`src/tlm_pkg.sv`:
```
// Purpose: Constants, types and decoders of the temperature limit monitor
// Assumes: Temperatures in signed tenths of a degree Celsius
// Notes:   Register offsets are byte addresses of 32-bit words
package tlm_pkg;

	localparam int          ADDR_W        = 8;
	localparam int          DATA_W        = 32;
	localparam logic [7:0]  ADDR_CFG0     = 8'h00;
	localparam logic [7:0]  ADDR_CFG1     = 8'h04;
	localparam logic [7:0]  ADDR_STATUS   = 8'h08;
	localparam logic [7:0]  ADDR_INT_STAT = 8'h0C;
	localparam logic [7:0]  ADDR_INT_MASK = 8'h10;

	localparam int          CFG_SENSOR_BIT = 0;
	localparam int          CFG_BOTH_BIT   = 1;
	localparam int          CFG_CHG_BIT    = 2;
	localparam int          CFG_MODE_LSB   = 4;
	localparam int          CFG_THR_LSB    = 8;
	localparam int          CFG_HYS_LSB    = 16;
	localparam int          CFG_ON_LSB     = 20;
	localparam int          CFG_OFF_LSB    = 24;
	localparam int          CFG_CYC_LSB    = 0;
	localparam logic [31:0] CFG0_RST       = 32'h0000_0000;
	localparam logic [31:0] CFG1_RST       = 32'h0000_0000;

	localparam int          INT_W       = 2;
	localparam int          INT_TX_BIT  = 0;
	localparam int          INT_CHG_BIT = 1;

	localparam int          CLK_HZ          = 40_000_000;
	localparam int          TICK_MS         = 1000;
	localparam int          TICK_CYCLES_DEF = CLK_HZ / 1000 * TICK_MS;
	localparam logic [10:0] CYCLE_STEP_S    = 11'h00A;

	typedef enum logic [1:0] {ACT_OFF, ACT_ON, ACT_NONE} act_t;
	typedef enum {COND_NONE, COND_PRIM, COND_SEC} cond_t;

	typedef struct packed {
		logic exceedFirst;
		act_t primAct;
		act_t secAct;
	} mode_t;

	typedef struct packed {
		logic valid;
		logic value;
		logic cyclic;
	} telegram_t;

	typedef struct packed {
		logic       sensorOn;
		logic       bothLimits;
		logic       sendOnChange;
		logic [3:0] mode;
		logic [5:0] thrSel;
		logic [3:0] hysSel;
		logic [3:0] onSel;
		logic [3:0] offSel;
		logic [6:0] cycSel;
	} cfg_t;

	// Steps -15,-10, then -5..35 by one, then 40,45,50
	function automatic logic signed [13:0] thrTenths(input logic [5:0] s);
		logic signed [13:0] i;
		logic signed [13:0] deg;
		i = $signed({8'h00, s});
		if (i < 14'sh0002)
			deg = i * 14'sh0005 - 14'sh000F;
		else if (i < 14'sh002B)
			deg = i - 14'sh0007;
		else if (i < 14'sh002E)
			deg = i * 14'sh0005 - 14'sh00AF;
		else
			deg = 14'sh0032;
		return deg * 14'sh000A;
	endfunction

	function automatic logic signed [13:0] hysTenths(input logic [3:0] s);
		logic signed [13:0] h;
		h = 14'sh0000;
		unique case (s)
			4'h6:    h = 14'sh0064;
			4'h7:    h = 14'sh0096;
			4'h8:    h = 14'sh00C8;
			default: h = (s > 4'h8) ? 14'sh00C8 :
				$signed({10'h000, s}) * 14'sh000A;
		endcase
		return h;
	endfunction

	function automatic logic [11:0] delaySec(input logic [3:0] s);
		logic [11:0] d;
		d = 12'h000;
		unique case (s)
			4'h0:    d = 12'h000;
			4'h1:    d = 12'h001;
			4'h2:    d = 12'h003;
			4'h3:    d = 12'h005;
			4'h4:    d = 12'h00A;
			4'h5:    d = 12'h00F;
			4'h6:    d = 12'h01E;
			4'h7:    d = 12'h03C;
			4'h8:    d = 12'h0B4;
			4'h9:    d = 12'h12C;
			4'hA:    d = 12'h258;
			4'hB:    d = 12'h384;
			4'hC:    d = 12'h708;
			default: d = 12'hE10;
		endcase
		return d;
	endfunction

	function automatic mode_t modeDecode(input logic [3:0] m);
		mode_t r;
		r = '{1'b1, ACT_ON, ACT_OFF};
		unique case (m)
			4'h0:    r = '{1'b1, ACT_ON, ACT_OFF};
			4'h1:    r = '{1'b1, ACT_OFF, ACT_ON};
			4'h2:    r = '{1'b0, ACT_ON, ACT_OFF};
			4'h3:    r = '{1'b0, ACT_OFF, ACT_ON};
			4'h4:    r = '{1'b1, ACT_ON, ACT_NONE};
			4'h5:    r = '{1'b1, ACT_OFF, ACT_NONE};
			4'h6:    r = '{1'b0, ACT_ON, ACT_NONE};
			4'h7:    r = '{1'b0, ACT_OFF, ACT_NONE};
			4'h8:    r = '{1'b1, ACT_NONE, ACT_OFF};
			4'h9:    r = '{1'b1, ACT_NONE, ACT_ON};
			4'hA:    r = '{1'b0, ACT_NONE, ACT_OFF};
			4'hB:    r = '{1'b0, ACT_NONE, ACT_ON};
			default: r = '{1'b1, ACT_ON, ACT_OFF};
		endcase
		return r;
	endfunction

endpackage

```
`src/temperature_limit_monitor.sv`:
```
// Purpose: Second temperature limit channel with delays and bus telegrams
// Assumes: tempValid pulses with each new measurement in tenths of degC
// Notes:   Timers step on a one-second tick from the system clock
//
// Overview of operation
// Object goes to 1 only after the full switch-on delay.
// Cyclic telegrams keep sending 0 while switch-on delay runs.
// Switch-off delay selectable from none up to 60 minutes.
// Object goes to 0 only after the full switch-off delay.
// Cyclic telegrams keep sending 1 while switch-off delay runs.
// Condition set to no telegram also suppresses cyclic sends.
// Send on change sends every 0-to-1 and 1-to-0 change.
// Cyclic setting of one or more sends periodically regardless.
// Cyclic period is setting times ten seconds.
// Cyclic setting zero disables periodic sending.
// No change sending and cyclic zero means nothing is sent.
// Channel works only with sensor on and both limits selected.
// Threshold chosen from fixed steps, -15 to +50 degC.
// Hysteresis chosen from none, 1-5, 10, 15 or 20 K.
// Threshold, hysteresis and mode decide set or clear.
// Mode picks ON, OFF or no telegram for each crossing.
// Switch-on delay selectable from none up to 60 minutes.
// Reset clears state, object and timers; timers use 1 s tick.
//
// The implementer's own choices: the plain strobed port and the register addresses.
`timescale 1ns/1ps

module temperature_limit_monitor
	import tlm_pkg::*;
#(
	parameter int TICK_CYCLES = TICK_CYCLES_DEF,
	parameter int TEMP_W      = 12
) (
	input  wire logic                     clk,
	input  wire logic                     reset_n,
	input  wire logic [ADDR_W-1:0]        addr,
	input  wire logic [DATA_W-1:0]        wrData,
	input  wire logic                     wrStrobe,
	input  wire logic                     rdStrobe,
	output logic      [DATA_W-1:0]        rdData,
	input  wire logic signed [TEMP_W-1:0] tempValue,
	input  wire logic                     tempValid,
	output telegram_t                     txTelegram,
	output logic                          irq
);

	localparam int TICK_W = $clog2(TICK_CYCLES);

	cfg_t              cfg;
	logic [INT_W-1:0]  intStat;
	logic [INT_W-1:0]  intMask;
	logic [TICK_W-1:0] tickCount;
	logic              secTick;
	cond_t             cond;
	cond_t             next_cond;
	logic              rawState;
	logic              next_rawState;
	logic              object;
	logic [11:0]       dlyCount;
	logic [10:0]       cycCount;

	logic               active;
	mode_t              md;
	logic signed [13:0] tempExt;
	logic signed [13:0] thr;
	logic signed [13:0] hys;
	logic               primHit;
	logic               secHit;
	logic               pending;
	logic [11:0]        dlyLimit;
	logic               accept;
	logic [10:0]        cycPeriod;
	logic               cycFire;
	logic               suppress;
	logic               chgSend;
	logic               cycSend;
	logic [INT_W-1:0]   events;
	logic [INT_W-1:0]   intClr;

	assign active = cfg.sensorOn & cfg.bothLimits;
	assign md     = modeDecode(cfg.mode);

	// One-second timebase
	always_ff @(posedge clk) begin
		if (!reset_n) begin
			tickCount <= '0;
			secTick   <= 1'b0;
		end else if (tickCount == TICK_W'(TICK_CYCLES - 1)) begin
			tickCount <= '0;
			secTick   <= 1'b1;
		end else begin
			tickCount <= tickCount + 1'b1;
			secTick   <= 1'b0;
		end
	end

	// Threshold crossings
	always_comb begin
		tempExt = 14'(tempValue);
		thr     = thrTenths(cfg.thrSel);
		hys     = hysTenths(cfg.hysSel);
		if (md.exceedFirst) begin
			primHit = tempExt > thr;
			secHit  = tempExt < thr - hys;
		end else begin
			primHit = tempExt < thr;
			secHit  = tempExt > thr + hys;
		end
	end

	always_comb begin
		next_cond     = cond;
		next_rawState = rawState;
		if (tempValid) begin
			if (primHit)
				next_cond = COND_PRIM;
			else if (secHit)
				next_cond = COND_SEC;
		end
		if (next_cond != cond) begin
			if (next_cond == COND_PRIM && md.primAct != ACT_NONE)
				next_rawState = (md.primAct == ACT_ON);
			else if (next_cond == COND_SEC && md.secAct != ACT_NONE)
				next_rawState = (md.secAct == ACT_ON);
		end
	end

	always_ff @(posedge clk) begin
		if (!reset_n || !active) begin
			cond     <= COND_NONE;
			rawState <= 1'b0;
		end else begin
			cond     <= next_cond;
			rawState <= next_rawState;
		end
	end

	// Switch-on and switch-off delays
	assign pending  = rawState != object;
	assign dlyLimit = rawState ? delaySec(cfg.onSel)
		: delaySec(cfg.offSel);
	// One tick beyond the setting, as the first second may be partial
	assign accept   = active && pending
		&& (dlyCount > dlyLimit || dlyLimit == 12'h000);

	always_ff @(posedge clk) begin
		if (!reset_n || !pending || accept)
			dlyCount <= '0;
		else if (secTick)
			dlyCount <= dlyCount + 1'b1;
	end

	always_ff @(posedge clk) begin
		if (!reset_n || !active)
			object <= 1'b0;
		else if (accept)
			object <= rawState;
	end

	// Cyclic repetition
	assign cycPeriod = {4'h0, cfg.cycSel} * CYCLE_STEP_S;
	assign cycFire   = secTick && cfg.cycSel != 7'h00
		&& cycCount >= cycPeriod - 11'h001;
	assign suppress  = (cond == COND_PRIM && md.primAct == ACT_NONE)
		|| (cond == COND_SEC && md.secAct == ACT_NONE);

	always_ff @(posedge clk) begin
		if (!reset_n || !active || cfg.cycSel == 7'h00)
			cycCount <= '0;
		// New cycle setting starts a fresh period
		else if (wrStrobe && addr == ADDR_CFG1)
			cycCount <= '0;
		else if (cycFire)
			cycCount <= '0;
		else if (secTick)
			cycCount <= cycCount + 11'h001;
	end

	// Telegram generation
	assign chgSend = accept && cfg.sendOnChange;
	assign cycSend = cycFire && !suppress && active;

	always_ff @(posedge clk) begin
		if (!reset_n) begin
			txTelegram <= '0;
		end else begin
			txTelegram.valid  <= chgSend | cycSend;
			// Old object value goes out while a delay runs
			txTelegram.value  <= accept ? rawState : object;
			txTelegram.cyclic <= cycSend & ~chgSend;
		end
	end

	// Register file
	assign intClr = (wrStrobe && addr == ADDR_INT_STAT)
		? wrData[INT_W-1:0] : '0;

	always_comb begin
		events              = '0;
		events[INT_TX_BIT]  = chgSend | cycSend;
		events[INT_CHG_BIT] = accept;
	end

	always_ff @(posedge clk) begin
		if (!reset_n) begin
			cfg.sensorOn     <= CFG0_RST[CFG_SENSOR_BIT];
			cfg.bothLimits   <= CFG0_RST[CFG_BOTH_BIT];
			cfg.sendOnChange <= CFG0_RST[CFG_CHG_BIT];
			cfg.mode         <= CFG0_RST[CFG_MODE_LSB +: 4];
			cfg.thrSel       <= CFG0_RST[CFG_THR_LSB +: 6];
			cfg.hysSel       <= CFG0_RST[CFG_HYS_LSB +: 4];
			cfg.onSel        <= CFG0_RST[CFG_ON_LSB +: 4];
			cfg.offSel       <= CFG0_RST[CFG_OFF_LSB +: 4];
			cfg.cycSel       <= CFG1_RST[CFG_CYC_LSB +: 7];
			intMask <= '0;
		end else if (wrStrobe) begin
			if (addr == ADDR_CFG0) begin
				cfg.sensorOn     <= wrData[CFG_SENSOR_BIT];
				cfg.bothLimits   <= wrData[CFG_BOTH_BIT];
				cfg.sendOnChange <= wrData[CFG_CHG_BIT];
				cfg.mode         <= wrData[CFG_MODE_LSB +: 4];
				cfg.thrSel       <= wrData[CFG_THR_LSB +: 6];
				cfg.hysSel       <= wrData[CFG_HYS_LSB +: 4];
				cfg.onSel        <= wrData[CFG_ON_LSB +: 4];
				cfg.offSel       <= wrData[CFG_OFF_LSB +: 4];
			end
			if (addr == ADDR_CFG1)
				cfg.cycSel <= wrData[CFG_CYC_LSB +: 7];
			if (addr == ADDR_INT_MASK)
				intMask <= wrData[INT_W-1:0];
		end
	end

	// Sticky events win over a same-cycle clear
	always_ff @(posedge clk) begin
		if (!reset_n) begin
			intStat <= '0;
			irq     <= 1'b0;
		end else begin
			intStat <= (intStat & ~intClr) | events;
			irq     <= |(((intStat & ~intClr) | events) & intMask);
		end
	end

	always_ff @(posedge clk) begin
		if (!reset_n) begin
			rdData <= '0;
		end else if (rdStrobe) begin
			unique case (addr)
				ADDR_CFG0: rdData <= {4'h0, cfg.offSel, cfg.onSel,
					cfg.hysSel, 2'b00, cfg.thrSel, cfg.mode, 1'b0,
					cfg.sendOnChange, cfg.bothLimits, cfg.sensorOn};
				ADDR_CFG1:     rdData <= {25'h000_0000, cfg.cycSel};
				ADDR_STATUS:   rdData <= {26'h000_0000,
					cond == COND_SEC, cond == COND_PRIM,
					pending & ~rawState, pending & rawState,
					object, rawState};
				ADDR_INT_STAT: rdData <= {30'h0000_0000, intStat};
				ADDR_INT_MASK: rdData <= {30'h0000_0000, intMask};
				default:       rdData <= '0;
			endcase
		end else begin
			rdData <= '0;
		end
	end
endmodule

```
`config.mk`:
```
export PLATFORM = sky130hd
export DESIGN_NAME = temperature_limit_monitor
export DESIGN_NICKNAME = d
export VERILOG_FILES = /design/src/tlm_pkg.sv /design/src/temperature_limit_monitor.sv
export SDC_FILE = /design/constraint.sdc
export NUM_CORES = 1
export LEC_CHECK = 0
export ABC_AREA = 1
export BUFFER_PORTS_ARGS = -buffer_cell sky130_fd_sc_hd__buf_2
export CAP_MARGIN = 25
export CORE_UTILIZATION = 50
export CTS_CLUSTER_DIAMETER = 120
export DETAILED_ROUTE_END_ITERATION = 7
export PLACE_DENSITY_LB_ADDON = 0.3
export SLEW_MARGIN = 30
export SYNTH_ARGS = -nofsm -noshare
export SYNTH_HDL_FRONTEND = slang
export SYNTH_SLANG_ARGS = --single-unit
```
`constraint.sdc`:
```
create_clock -name clk -period 7.6 [get_ports clk]
set_input_delay 0.38 -clock clk [delete_from_list [all_inputs] [get_ports clk]]
set_output_delay 0.38 -clock clk [all_outputs]
set_load 0.1 [all_outputs]
```
# Word-level counts from Yosys, hierarchy flattened
# Memories as Yosys holds them, arrays and structs flattened. A register that Yosys moved wholly into a read port is not among the register bits.
# Cells that the tools add are included.
# totals
regBits,156
romBits,464
inputBits,57
wordCells,140
n_memories,3
# classes
add_sub_neg,9
mul,4
magnitude_cmp,10
n_eq_ne,20
mux,23
n_bitwise,12
n_reduce_logical,36
# mem_list
memory,words,word_bits,read_ports,rd_clocked_by_memory_dff,write_ports,line,text
(no name shown),16,12,1,1,0,tlm_pkg.sv:94,unique case (s)
(no name shown),16,12,1,1,0,tlm_pkg.sv:94,
(no name shown),16,5,1,1,0,tlm_pkg.sv:116,unique case (m)
# ops
operator,count
$pmux 28 s5,1
$mux 32,3
$eq 32x2->1 const B,2
$eq 32x3->1 const B,2
$mux 14,3
$ne 32x32->1,1
$gt 12x14->1,2
$lt 12x14->1,2
$add 26x1->26 const B,1
$eq 26x26->1 const B,1
$mux 4,6
$pmux 8 s3,1
$eq 8x4->1 const B,2
$add 14x14->14,1
$mul 14x4->13 const B,1
$sub 14x14->14,1
$sub 14x5->14 const B,1
$logic_and 1x1->1,13
$add 12x1->12 const B,1
$gt 12x12->1,1
$logic_not 12->1,1
$lt 6x6->1 const B,2
$mux 12,1
$add 11x1->11 const B,1
other kinds (35),63

# Logic depth before layout (Yosys ltp)
# Gate-level depths: netlist of run 1.
# depth
ltp_word,16
mapped_depth,46
mapped_depth_nobuf,46

# Least setup slack after synthesis of run 1
# Ideal clock, no wire load.
# synth_timing
kind,register to register
start,register cfg[20] in the netlist's numbering
end,register rawState
setup_ps,111
arrival_time_ps,5979
required_ps,7489
path_slack_ps,1510
path_stages_with_launch,45
synth_period_minus_slack_ps,6090
path_cell_list,dfxtp_1 -> ha_1 -> ha_1 -> inv_1 -> fa_1 -> xnor2_1 -> nor2_1 -> inv_1 -> nor2_1 -> nor2_1 -> nor2_1 -> nor3_1 -> ha_1 -> ha_1 -> nand3_1 -> nand3_2 -> xor2_1 -> ha_1 -> (+9 left out) -> o21bai_1 -> nand2_1 -> a21oi_1 -> nand2_1 -> nand2_1 -> nand2_1 -> nand3_1 -> nand2_1 -> nand2_1 -> inv_1 -> o31ai_1 -> nand2_1 -> nor2_2 -> nand2_1 -> nand2_1 -> nand2_1 -> nor2_1 -> nor2_1
# synth_via
elab_chain_len,16
elab_cells_between_ends,30
# synth_rtl
item,line,text
"start, declared",temperature_limit_monitor.sv:49,cfg_t cfg;
$mul 6x3->9,"tlm_pkg.sv:68, tlm_pkg.sv:72",
$sub 9x8->10,tlm_pkg.sv:72,deg = i * 14'sh0005 - 14'sh00AF;
$mux 14,tlm_pkg.sv:71,else if (i < 14'sh002E)
$mux 14,tlm_pkg.sv:69,else if (i < 14'sh002B)
$mux 14 (*),tlm_pkg.sv:67,if (i < 14'sh0002)
$mul 14x4->13 (*),tlm_pkg.sv:75,return deg * 14'sh000A;
$add 14x14->14 or $sub 14x14->14 (tied branches),"temperature_limit_monitor.sv:107, temperature_limit_monitor.sv:104",
$gt 12x14->1 or $lt 12x14->1 (tied branches),"temperature_limit_monitor.sv:107, temperature_limit_monitor.sv:104",
$mux 1,temperature_limit_monitor.sv:102,if (md.exceedFirst) begin
$mux 32,temperature_limit_monitor.sv:117,else if (secHit)
$mux 32 (*),temperature_limit_monitor.sv:115,if (primHit)
$mux 32 (*),temperature_limit_monitor.sv:114,if (tempValid) begin
$eq 32x2->1 or $eq 32x3->1 (tied branches),"temperature_limit_monitor.sv:121, temperature_limit_monitor.sv:123",
"$logic_and 1x1->1, on equally long branches","temperature_limit_monitor.sv:121, temperature_limit_monitor.sv:123",
$reduce_bool 2->1 (no line),n/a,
$reduce_and 2->1 (no line),n/a,
"end signal, assigned",temperature_limit_monitor.sv:134,rawState <= next_rawState;
"end, declared",temperature_limit_monitor.sv:56,logic rawState;
# Every way passes the cells marked *; elsewhere a longest branch is shown, timed or not.
# A chain may end at the register's enable or synchronous reset.

# Final worst setup path of run 1
# Same ends and word-level chain as after synthesis.

==> run_results.csv, run 1 <==
group,metric,value,unit
status,status,"finished clean",
clock_tree,path_clk_slew,80,ps
logic_synthesis,synth_edf_count,0,
critical_path,crit_slowest_cell,"fa_1",
place,io_buffers,80,
grt,grt_pass1_vias,8944,
clock_tree,cts_tree,"built",
critical_path,end_kind,"flip-flop",
route,drt_iter0_drc,430,
layout,syn2layout_area_growth,11.49,%
die,die_y,150.8,um
grt,antenna_found_initial,2,
route,routed_wl,24880,um
logic_synthesis,ys_types,58,
route,viasPerCell,5.214,
clock_tree,clk_latency,440,ps
logic_synthesis,synth_cells,1467,
sta,min_period,6959,ps
layout,finalCoreUtilization,0.5671,
critical_path,cp.arrival,7290,ps
sta,timing.final.setup_violations,0,
place,gp_congestion,0.9200,
logic_synthesis,synth_top_cell_by_area,"dfxtp_1",
clock_tree,post_cts_resized,0,
sta,finalCritPeriodShare,0.9157,
critical_path,path_max_fanout,9,
sta,fin_skew,9.736,ps
sta,final-max-slew-violation-count,0,
sta,hold_viol_final,0,
logic_synthesis,syn-cell-area,11070,um^2
route,ant_nets,0,
min_path,hold_class,"input pin to flip-flop",
clock_tree,cts_setup_buffers,0,
logic_synthesis,synth_top_area_frac,0.3238,
power,p_leak,0.005676,uW
grt,gr-total-overflow,0,
die,initial_core_util,0.5086,
clock_tree,ctsHoldBuffers,0,
route,drt-pass1-iter-count,5,
route,wl_per_cell,13.56,um
critical_path,cp_common_cell,"nand2_1",
grt,grt_pass1_wl,41200,um
sta,fin_ws,640.8,ps
critical_path,ff2ff_path_depth,40,
power,power,2092,uW
clock_tree,root_buffer,"clkbuf_16",
place,dp_slack,688.7,ps
clock_tree,cts.sinks,179,
layout,final_common_cell,"nand2_1",
critical_path,r2r-end,"rawState",
clock_tree,cts.path.max_buffers,2,
place,place_area,11690,um^2
layout,fin_nets,1729,
die,core,21760,um^2
logic_synthesis,yosysWarnings,0,
critical_path,reg2reg_from,"cfg[20]",
layout,stdcell_area,12340,um^2
grt,grt_util_all_layers,0.2278,
sta,relSlewSlack,0.4073,
clock_tree,htree_levels,4,
grt,grt_start_max_net_pins,34,
route,num_vias,9568,
logic_synthesis,synth_area_leaders,"dfxtp_1 (32%), ha_1 (14%), nand2_1 (7.3%), inv_1 (7.0%), nor2_1 (5.5%)",
critical_path,path_class,"flip-flop to flip-flop",
logic_synthesis,synthArstFlopShare,0,
place,hpwlAfterDp,19450,um
logic_synthesis,synth-seq-cells,179,
die,core.rowCount,54,
run,cap_viol_max_count,0,
layout,layout-drive-gt1-share,0.1243,
die,die_width,150.8,um
critical_path,startpoint_type,"flip-flop",
min_path,min_to,"cfg[29]",
critical_path,crit_path_max_incr_delay,420,ps
clock_tree,numCtsBuffers,17,
logic_synthesis,ys_seq_area_frac,0.3238,
layout,fill_cells,2081,
layout,final_cell_mix,"nand2_1 (214), inv_1 (206), dfxtp_1 (179), nor2_1 (162), ha_1 (126)",
critical_path,worstPathRequired,7930,ps
logic_synthesis,avgSynthCellArea,7.543,um^2
critical_path,rrSetupSlack,640,ps
route,drc,0,
logic_synthesis,ys.flop_type,"dfxtp_1",
sta,max_freq,143.7,MHz
power,powerDensity,169.6,nW/um^2
min_path,hp-start,"wrData[2]",
critical_path,startpoint,"cfg[20]",
power,peakVddDrop,119.2,uV
die,ios,93,
min_path,hold_depth,3,
sta,worst_slew_pin_slew,888.1,ps
die,die_area,22730,um^2
routing by layer:
metal | GRT usage | part of all wire | up-vias
li1 | - | - | 4987
met1 | 0.2838 | 0.46 | 4365
met2 | 0.3931 | 0.47 | 175
met3 | 0.03455 | 0.041 | 41
met4 | 0.08700 | 0.024 | 0
met5 | 0 | 0 | -
critical path, delay by kind of cell, from the launching register on:
family / cells / cell delay [ps]
compound gates: 7 / 1450
xor+xnor: 3 / 990
fa+ha+maj: 6 / 1800
buf+inv: 5 / 490
flops: 1 / 370
simple gates: 19 / 1710
worst max-delay path by stage:
stage          slack [ps]  cells past startpoint  endpoint
2_1_floorplan        1510                     44  rawState
3_3_place_gp          780                     44  rawState
3_5_place_dp          690                     44  rawState
4_1_cts               640                     44  rawState
5_1_grt                -5                     40  rawState
6_report              640                     40  rawState
report_power, final:
part	switching (uW)	internal [uW]	total (uW)
Combinational	168	84.5	253
Sequential	1.35	939	940
Clock	444	455	899
synthesized netlist by cell type (all sizes together), types with 22 or more instances:
library cell  number
a21oi             92
clkbuf            22
dfxtp            179
ha               126
inv              219
nand2            231
nand3             69
nand4             29
nor2             176
nor3              79
o21ai             53
xor2              44
layout make-up:
type	instances	area (um^2)	share of cell area
Antenna cell	2	5.005	0.0004057
Clock buffer	17	425.4	0.03448
Clock inverter	15	191.4	0.01552
Inverter	220	825.8	0.06694
Multi-Input combinational cell	1040	6540	0.5301
Sequential cell	179	3583	0.2905
Tap cell	280	350.3	0.02840
Timing Repair Buffer	82	415.4	0.03367
cells by family (layout without fill, tap and decap cells):
kind of cell,count (synthesis),after routing,share of synthesized area
AO/OA/AOI/OAI,205,205,0.1087
adder cells (fa/ha/maj),132,132,0.1533
buffers and inverters,253,334,0.08921
other,1,8,0.0003389
XOR/XNOR,58,58,0.04591
multiplexers,11,11,0.009951
flip-flops,179,179,0.3238
AND/OR/NAND/NOR,628,628,0.2688
per-stage QoR:
| step | cells | setup TNS, ps | hold slack [ps] |
|---|---|---|---|
| 2_1_floorplan | 1472 | 0 | 416.9 |
| 3_3_place_gp | 1801 | 0 | 424.1 |
| 3_5_place_dp | 1801 | 0 | 428.0 |
| 4_1_cts | 1833 | 0 | 171.7 |
| 5_1_grt | 1835 | -5.230 | 202.2 |
| 6_report | 1835 | 0 | 182.8 |
Power figures use the tool's default switching activity.
==> inputs of run 2 (changes only) <==
--- a/config.mk
+++ b/config.mk
@@ -8,7 +8,7 @@
 export ABC_AREA = 1
 export BUFFER_PORTS_ARGS = -buffer_cell sky130_fd_sc_hd__buf_2
 export CAP_MARGIN = 25
-export CORE_UTILIZATION = 50
+export CORE_UTILIZATION = 55
 export CTS_CLUSTER_DIAMETER = 120
 export DETAILED_ROUTE_END_ITERATION = 7
 export PLACE_DENSITY_LB_ADDON = 0.3
==> run 2 against run 1 <==
  * Global-route usage up 1.2 points
  * Clock-buffer cell count increased by 1
  * Non-clock buffer count unchanged
  * First-iteration DRC count rose by 34%
  * Sequential cell count unchanged
  * Hold slack improved by 24 ps
  * Register-to-register slack about the same
  * Clock power decreased by 3.7%
  * Critical path depth shrank 2
  * Utilization rose by 5.9 points
  * Via count is 0.15% higher
==> run_results.csv, run 2 (synthesis gave the netlist of run 1 again) <==
group,metric,value,unit
status,status,"finished clean",
route,routed_wl,23800,um
layout,finalCoreUtilization,0.6264,
sta,finalCritPeriodShare,0.9140,
layout,fill_cells,1786,
critical_path,worstPathRequired,7930,ps
clock_tree,root_buffer,"clkbuf_16",
die,die_y,143.8,um
grt,grt_util_all_layers,0.2399,
clock_tree,cts_tree,"built",
layout,fin_nets,1729,
power,powerDensity,167.7,nW/um^2
layout,final_cell_mix,"nand2_1 (214), inv_1 (206), dfxtp_1 (179), nor2_1 (162), ha_1 (126)",
die,initial_core_util,0.5649,
grt,grt_start_max_net_pins,34,
grt,grt_pass1_vias,8904,
place,dp_slack,698.8,ps
critical_path,cp_common_cell,"nand2_1",
critical_path,startpoint_type,"flip-flop",
die,die_width,143.8,um
grt,gr-total-overflow,0,
route,drc,0,
sta,min_period,6946,ps
grt,grt_pass1_wl,39610,um
route,num_vias,9582,
place,io_buffers,80,
layout,syn2layout_area_growth,10.89,%
sta,max_freq,144.0,MHz
run,cap_viol_max_count,0,
sta,worst_slew_pin_slew,886.6,ps
sta,timing.final.setup_violations,0,
power,peakVddDrop,158.6,uV
critical_path,path_max_fanout,9,
sta,fin_ws,654.0,ps
clock_tree,cts.sinks,179,
critical_path,crit_path_max_incr_delay,450,ps
clock_tree,cts_setup_buffers,0,
route,drt-pass1-iter-count,8,
place,gp_congestion,0.9280,
die,core,19590,um^2
sta,final-max-slew-violation-count,0,
clock_tree,clk_latency,430,ps
clock_tree,cts.path.max_buffers,2,
layout,final_common_cell,"nand2_1",
sta,tns,0,ps
sta,hold_viol_final,0,
sta,relSlewSlack,0.4083,
route,ant_nets,0,
clock_tree,post_cts_resized,0,
clock_tree,htree_levels,4,
layout,layout-drive-gt1-share,0.1231,
critical_path,end_kind,"flip-flop",
clock_tree,ctsHoldBuffers,0,
grt,antenna_found_initial,2,
critical_path,crit_slowest_cell,"xnor2_1",
route,viasPerCell,5.268,
clock_tree,numCtsBuffers,17,
power,p_leak,0.005657,uW
critical_path,cp.arrival,7280,ps
die,core.rowCount,51,
place,hpwlAfterDp,18390,um
min_path,hold_class,"input pin to flip-flop",
clock_tree,path_clk_slew,70,ps
sta,fin_skew,9.091,ps
route,drt_iter0_drc,578,
critical_path,path_class,"flip-flop to flip-flop",
die,die_area,20690,um^2
die,ios,93,
route,wl_per_cell,13.08,um
[run 2: layer usage]
layer,vias to the layer above,track usage,routed length [um]
li1,4999,-,-
met1,4344,0.3060,11250
met2,199,0.4073,11170
met3,40,0.03299,890
met4,0,0.09351,495
met5,-,0,0
[run 2: worst paths after layout]
check / slack (ps) / start / cells after the start / to
setup reg to reg: 650 / cfg[20] / 38 / rawState
hold reg to reg: 440 / cond[27] / 2 / cond[27]
hold / removal: 210 / wrData[4] / 3 / cfg[4]
setup / recovery: 650 / cfg[20] / 38 / rawState
[run 2: stage by stage]
stage	std cells	cell area, um^2	hold WS, ps	power [uW]
after floorplan	1472	11080	416.9	1156
after global placement	1786	11670	424.1	1203
after detailed placement	1786	11670	429.4	1210
after CTS	1817	12250	181.8	2069
after global routing	1819	12270	206.1	2137
final	1819	12270	206.7	2058
[run 2: worst max-delay path: cells and delay by family, from the launching register on]
| family | cells | cell delay [ps] |
|---|---|---|
| buffers and inverters | 4 | 410 |
| AO/OA/AOI/OAI | 8 | 1590 |
| XOR/XNOR | 3 | 1030 |
| adder cells (fa/ha/maj) | 6 | 1810 |
| AND/OR/NAND/NOR | 17 | 1630 |
| flip-flops | 1 | 360 |
[run 2: layout make-up]
class	instances	area, um^2	area share
sequential	179	3583	0.2920
timing repair buffer	82	415.4	0.03385
clock buffer	18	439.2	0.03579
multi-input combinational	1040	6534	0.5325
tap	265	331.6	0.02702
clock inverter	13	136.4	0.01111
inverter	220	825.8	0.06730
antenna	2	5.005	0.0004079
[run 2: power breakdown]
| part | switching, uW | internal [uW] |
|---|---|---|
| sequential | 1.29 | 939 |
| clock | 395 | 471 |
| combinational | 167 | 84.8 |
==> inputs of run 3 (changes only) <==
--- a/config.mk
+++ b/config.mk
@@ -7,11 +7,13 @@
 export LEC_CHECK = 0
 export ABC_AREA = 1
 export BUFFER_PORTS_ARGS = -buffer_cell sky130_fd_sc_hd__buf_2
-export CAP_MARGIN = 25
+export CAP_MARGIN = 20
 export CORE_UTILIZATION = 55
 export CTS_CLUSTER_DIAMETER = 120
 export DETAILED_ROUTE_END_ITERATION = 7
 export PLACE_DENSITY_LB_ADDON = 0.3
+export RECOVER_POWER = 50
+export SKIP_LAST_GASP = 1
 export SLEW_MARGIN = 30
 export SYNTH_ARGS = -nofsm -noshare
 export SYNTH_HDL_FRONTEND = slang
==> run 3 against run 2 <==
  * Worst setup slack got worse by 8.7 ps
  * Critical path depth unchanged
  * Fmax decreased by 0.12%
  * Largest cell class unchanged
==> run_results.csv, run 3 (synthesis gave the netlist of run 1 again) <==
group,metric,value,unit
status,status,"finished clean",
layout,layout-drive-gt1-share,0.09343,
sta,fin_ws,645.3,ps
layout,final_cell_mix,"nand2_1 (214), inv_1 (209), dfxtp_1 (179), nor2_1 (167), ha_1 (126)",
critical_path,reg2reg_from,"cfg[20]",
power,powerDensity,169.2,nW/um^2
critical_path,r2r-end,"rawState",
run,cap_viol_max_count,0,
place,post-place-cells,1786,
sta,timing.final.setup_violations,0,
place,place_area,11670,um^2
clock_tree,numCtsBuffers,17,
route,drt-pass1-iter-count,5,
critical_path,path_max_fanout,9,
die,die_y,143.8,um
sta,hold_viol_final,0,
sta,relSlewSlack,0.1485,
critical_path,crit_slowest_cell,"xnor2_1",
clock_tree,clk_latency,430,ps
die,die_width,143.8,um
place,dp_slack,698.8,ps
sta,final-max-slew-violation-count,0,
clock_tree,cts_tree,"built",
route,ant_nets,0,
clock_tree,ctsHoldBuffers,0,
grt,grt_util_all_layers,0.2399,
critical_path,crit_buf_inv,4,
power,peakVddDrop,158.3,uV
critical_path,critPathCapture,"rawState",
layout,syn2layout_area_growth,9.928,%
critical_path,path_class,"flip-flop to flip-flop",
clock_tree,cts.path.max_buffers,2,
die,die_area,20690,um^2
grt,antenna_found_initial,2,
critical_path,cp.arrival,7290,ps
min_path,hold_depth,3,
critical_path,startpoint,"cfg[20]",
die,core.rowCount,51,
clock_tree,path_clk_slew,70,ps
power,p_leak,0.005498,uW
layout,final_common_cell,"nand2_1",
route,num_vias,9592,
sta,finalCritPeriodShare,0.9151,
sta,fin_skew,9.720,ps
clock_tree,htree_levels,4,
critical_path,ff2ff_path_depth,38,
die,initial_core_util,0.5649,
place,gp_congestion,0.9280,
place,io_buffers,80,
place,hpwlAfterDp,18390,um
route,viasPerCell,5.273,
die,ios,93,
route,drc,0,
route,wl_per_cell,13.09,um
clock_tree,cts_setup_buffers,0,
layout,fin_nets,1729,
route,drt_iter0_drc,568,
critical_path,crit_family,"adder cells",
die,core,19590,um^2
layout,finalCoreUtilization,0.6209,
clock_tree,root_buffer,"clkbuf_16",
min_path,hold_class,"input pin to flip-flop",
grt,grt_start_max_net_pins,34,
critical_path,cp_common_cell,"nand2_1",
grt,gr-total-overflow,0,
critical_path,worstPathRequired,7930,ps
sta,min_period,6955,ps
critical_path,cp_num_cells,38,
critical_path,crit_path_max_incr_delay,450,ps
critical_path,rrSetupSlack,650,ps
sta,worst_slew_pin_slew,1277,ps
critical_path,startpoint_type,"flip-flop",
layout,stdcell_area,12160,um^2
grt,grt_pass1_vias,8904,
grt,grt_pass1_wl,39610,um
sta,max_freq,143.8,MHz
layout,stdcell_count,1819,
route,routed_wl,23820,um
critical_path,end_kind,"flip-flop",
clock_tree,cts.sinks,179,
sta,tns,0,ps
run 3: worst register-to-register path, delay by kind of cell, from the launching register on:
family	cells	cell delay, ps
adders and majority gates	6	1810
and+or+nand+nor	17	1640
AOI/OAI and AO/OA	8	1620
xor gates and xnor gates	3	1020
buffers and inverters	4	410
DFF	1	360
run 3: report_power, final:
group,switching (uW),total [uW],internal [uW],leakage (uW)
Combinational,165,250,84.4,0.00377
Clock,397,868,471,0.000285
Sequential,1.28,941,939,0.00144
Total,564,2060,1490,0.00550
run 3: cell type report:
class	instances	area (um^2)
inverters	220	825.8
well taps	265	331.6
fillers	1799	7426
clock buffers	18	439.2
clock inverters	13	136.4
diodes	2	5.005
multi-input cells	1040	6470
repair buffers	82	372.9
flip-flops and latches	179	3583
run 3: routing by layer:
metal	wire length, um	global-route usage
met1	11130	0.3060
met2	11190	0.4073
met3	1053	0.03299
met4	446	0.09351
met5	0	0
run 3: through the flow:
stage	total power, uW	hold WS (ps)
floorplan	1156	416.9
global placement	1203	424.1
detailed placement	1210	429.4
CTS	2069	181.8
global route	2136	206.1
finish	2058	204.9
run 3: how the worst min path moves through the flow:
stage,start,to
2_1_floorplan,cond[27],cond[27]
3_3_place_gp,cond[27],cond[27]
3_5_place_dp,cond[27],cond[27]
4_1_cts,wrData[5],cfg[5]
5_1_grt,wrData[4],cfg[4]
6_report,wrData[4],cfg[4]
run 3: timing repair:
item,4_1_cts,5_1_grt
endpoints found under the hold margin,0,0
gates resized for setup,0,3
setup endpoints to repair,0,1
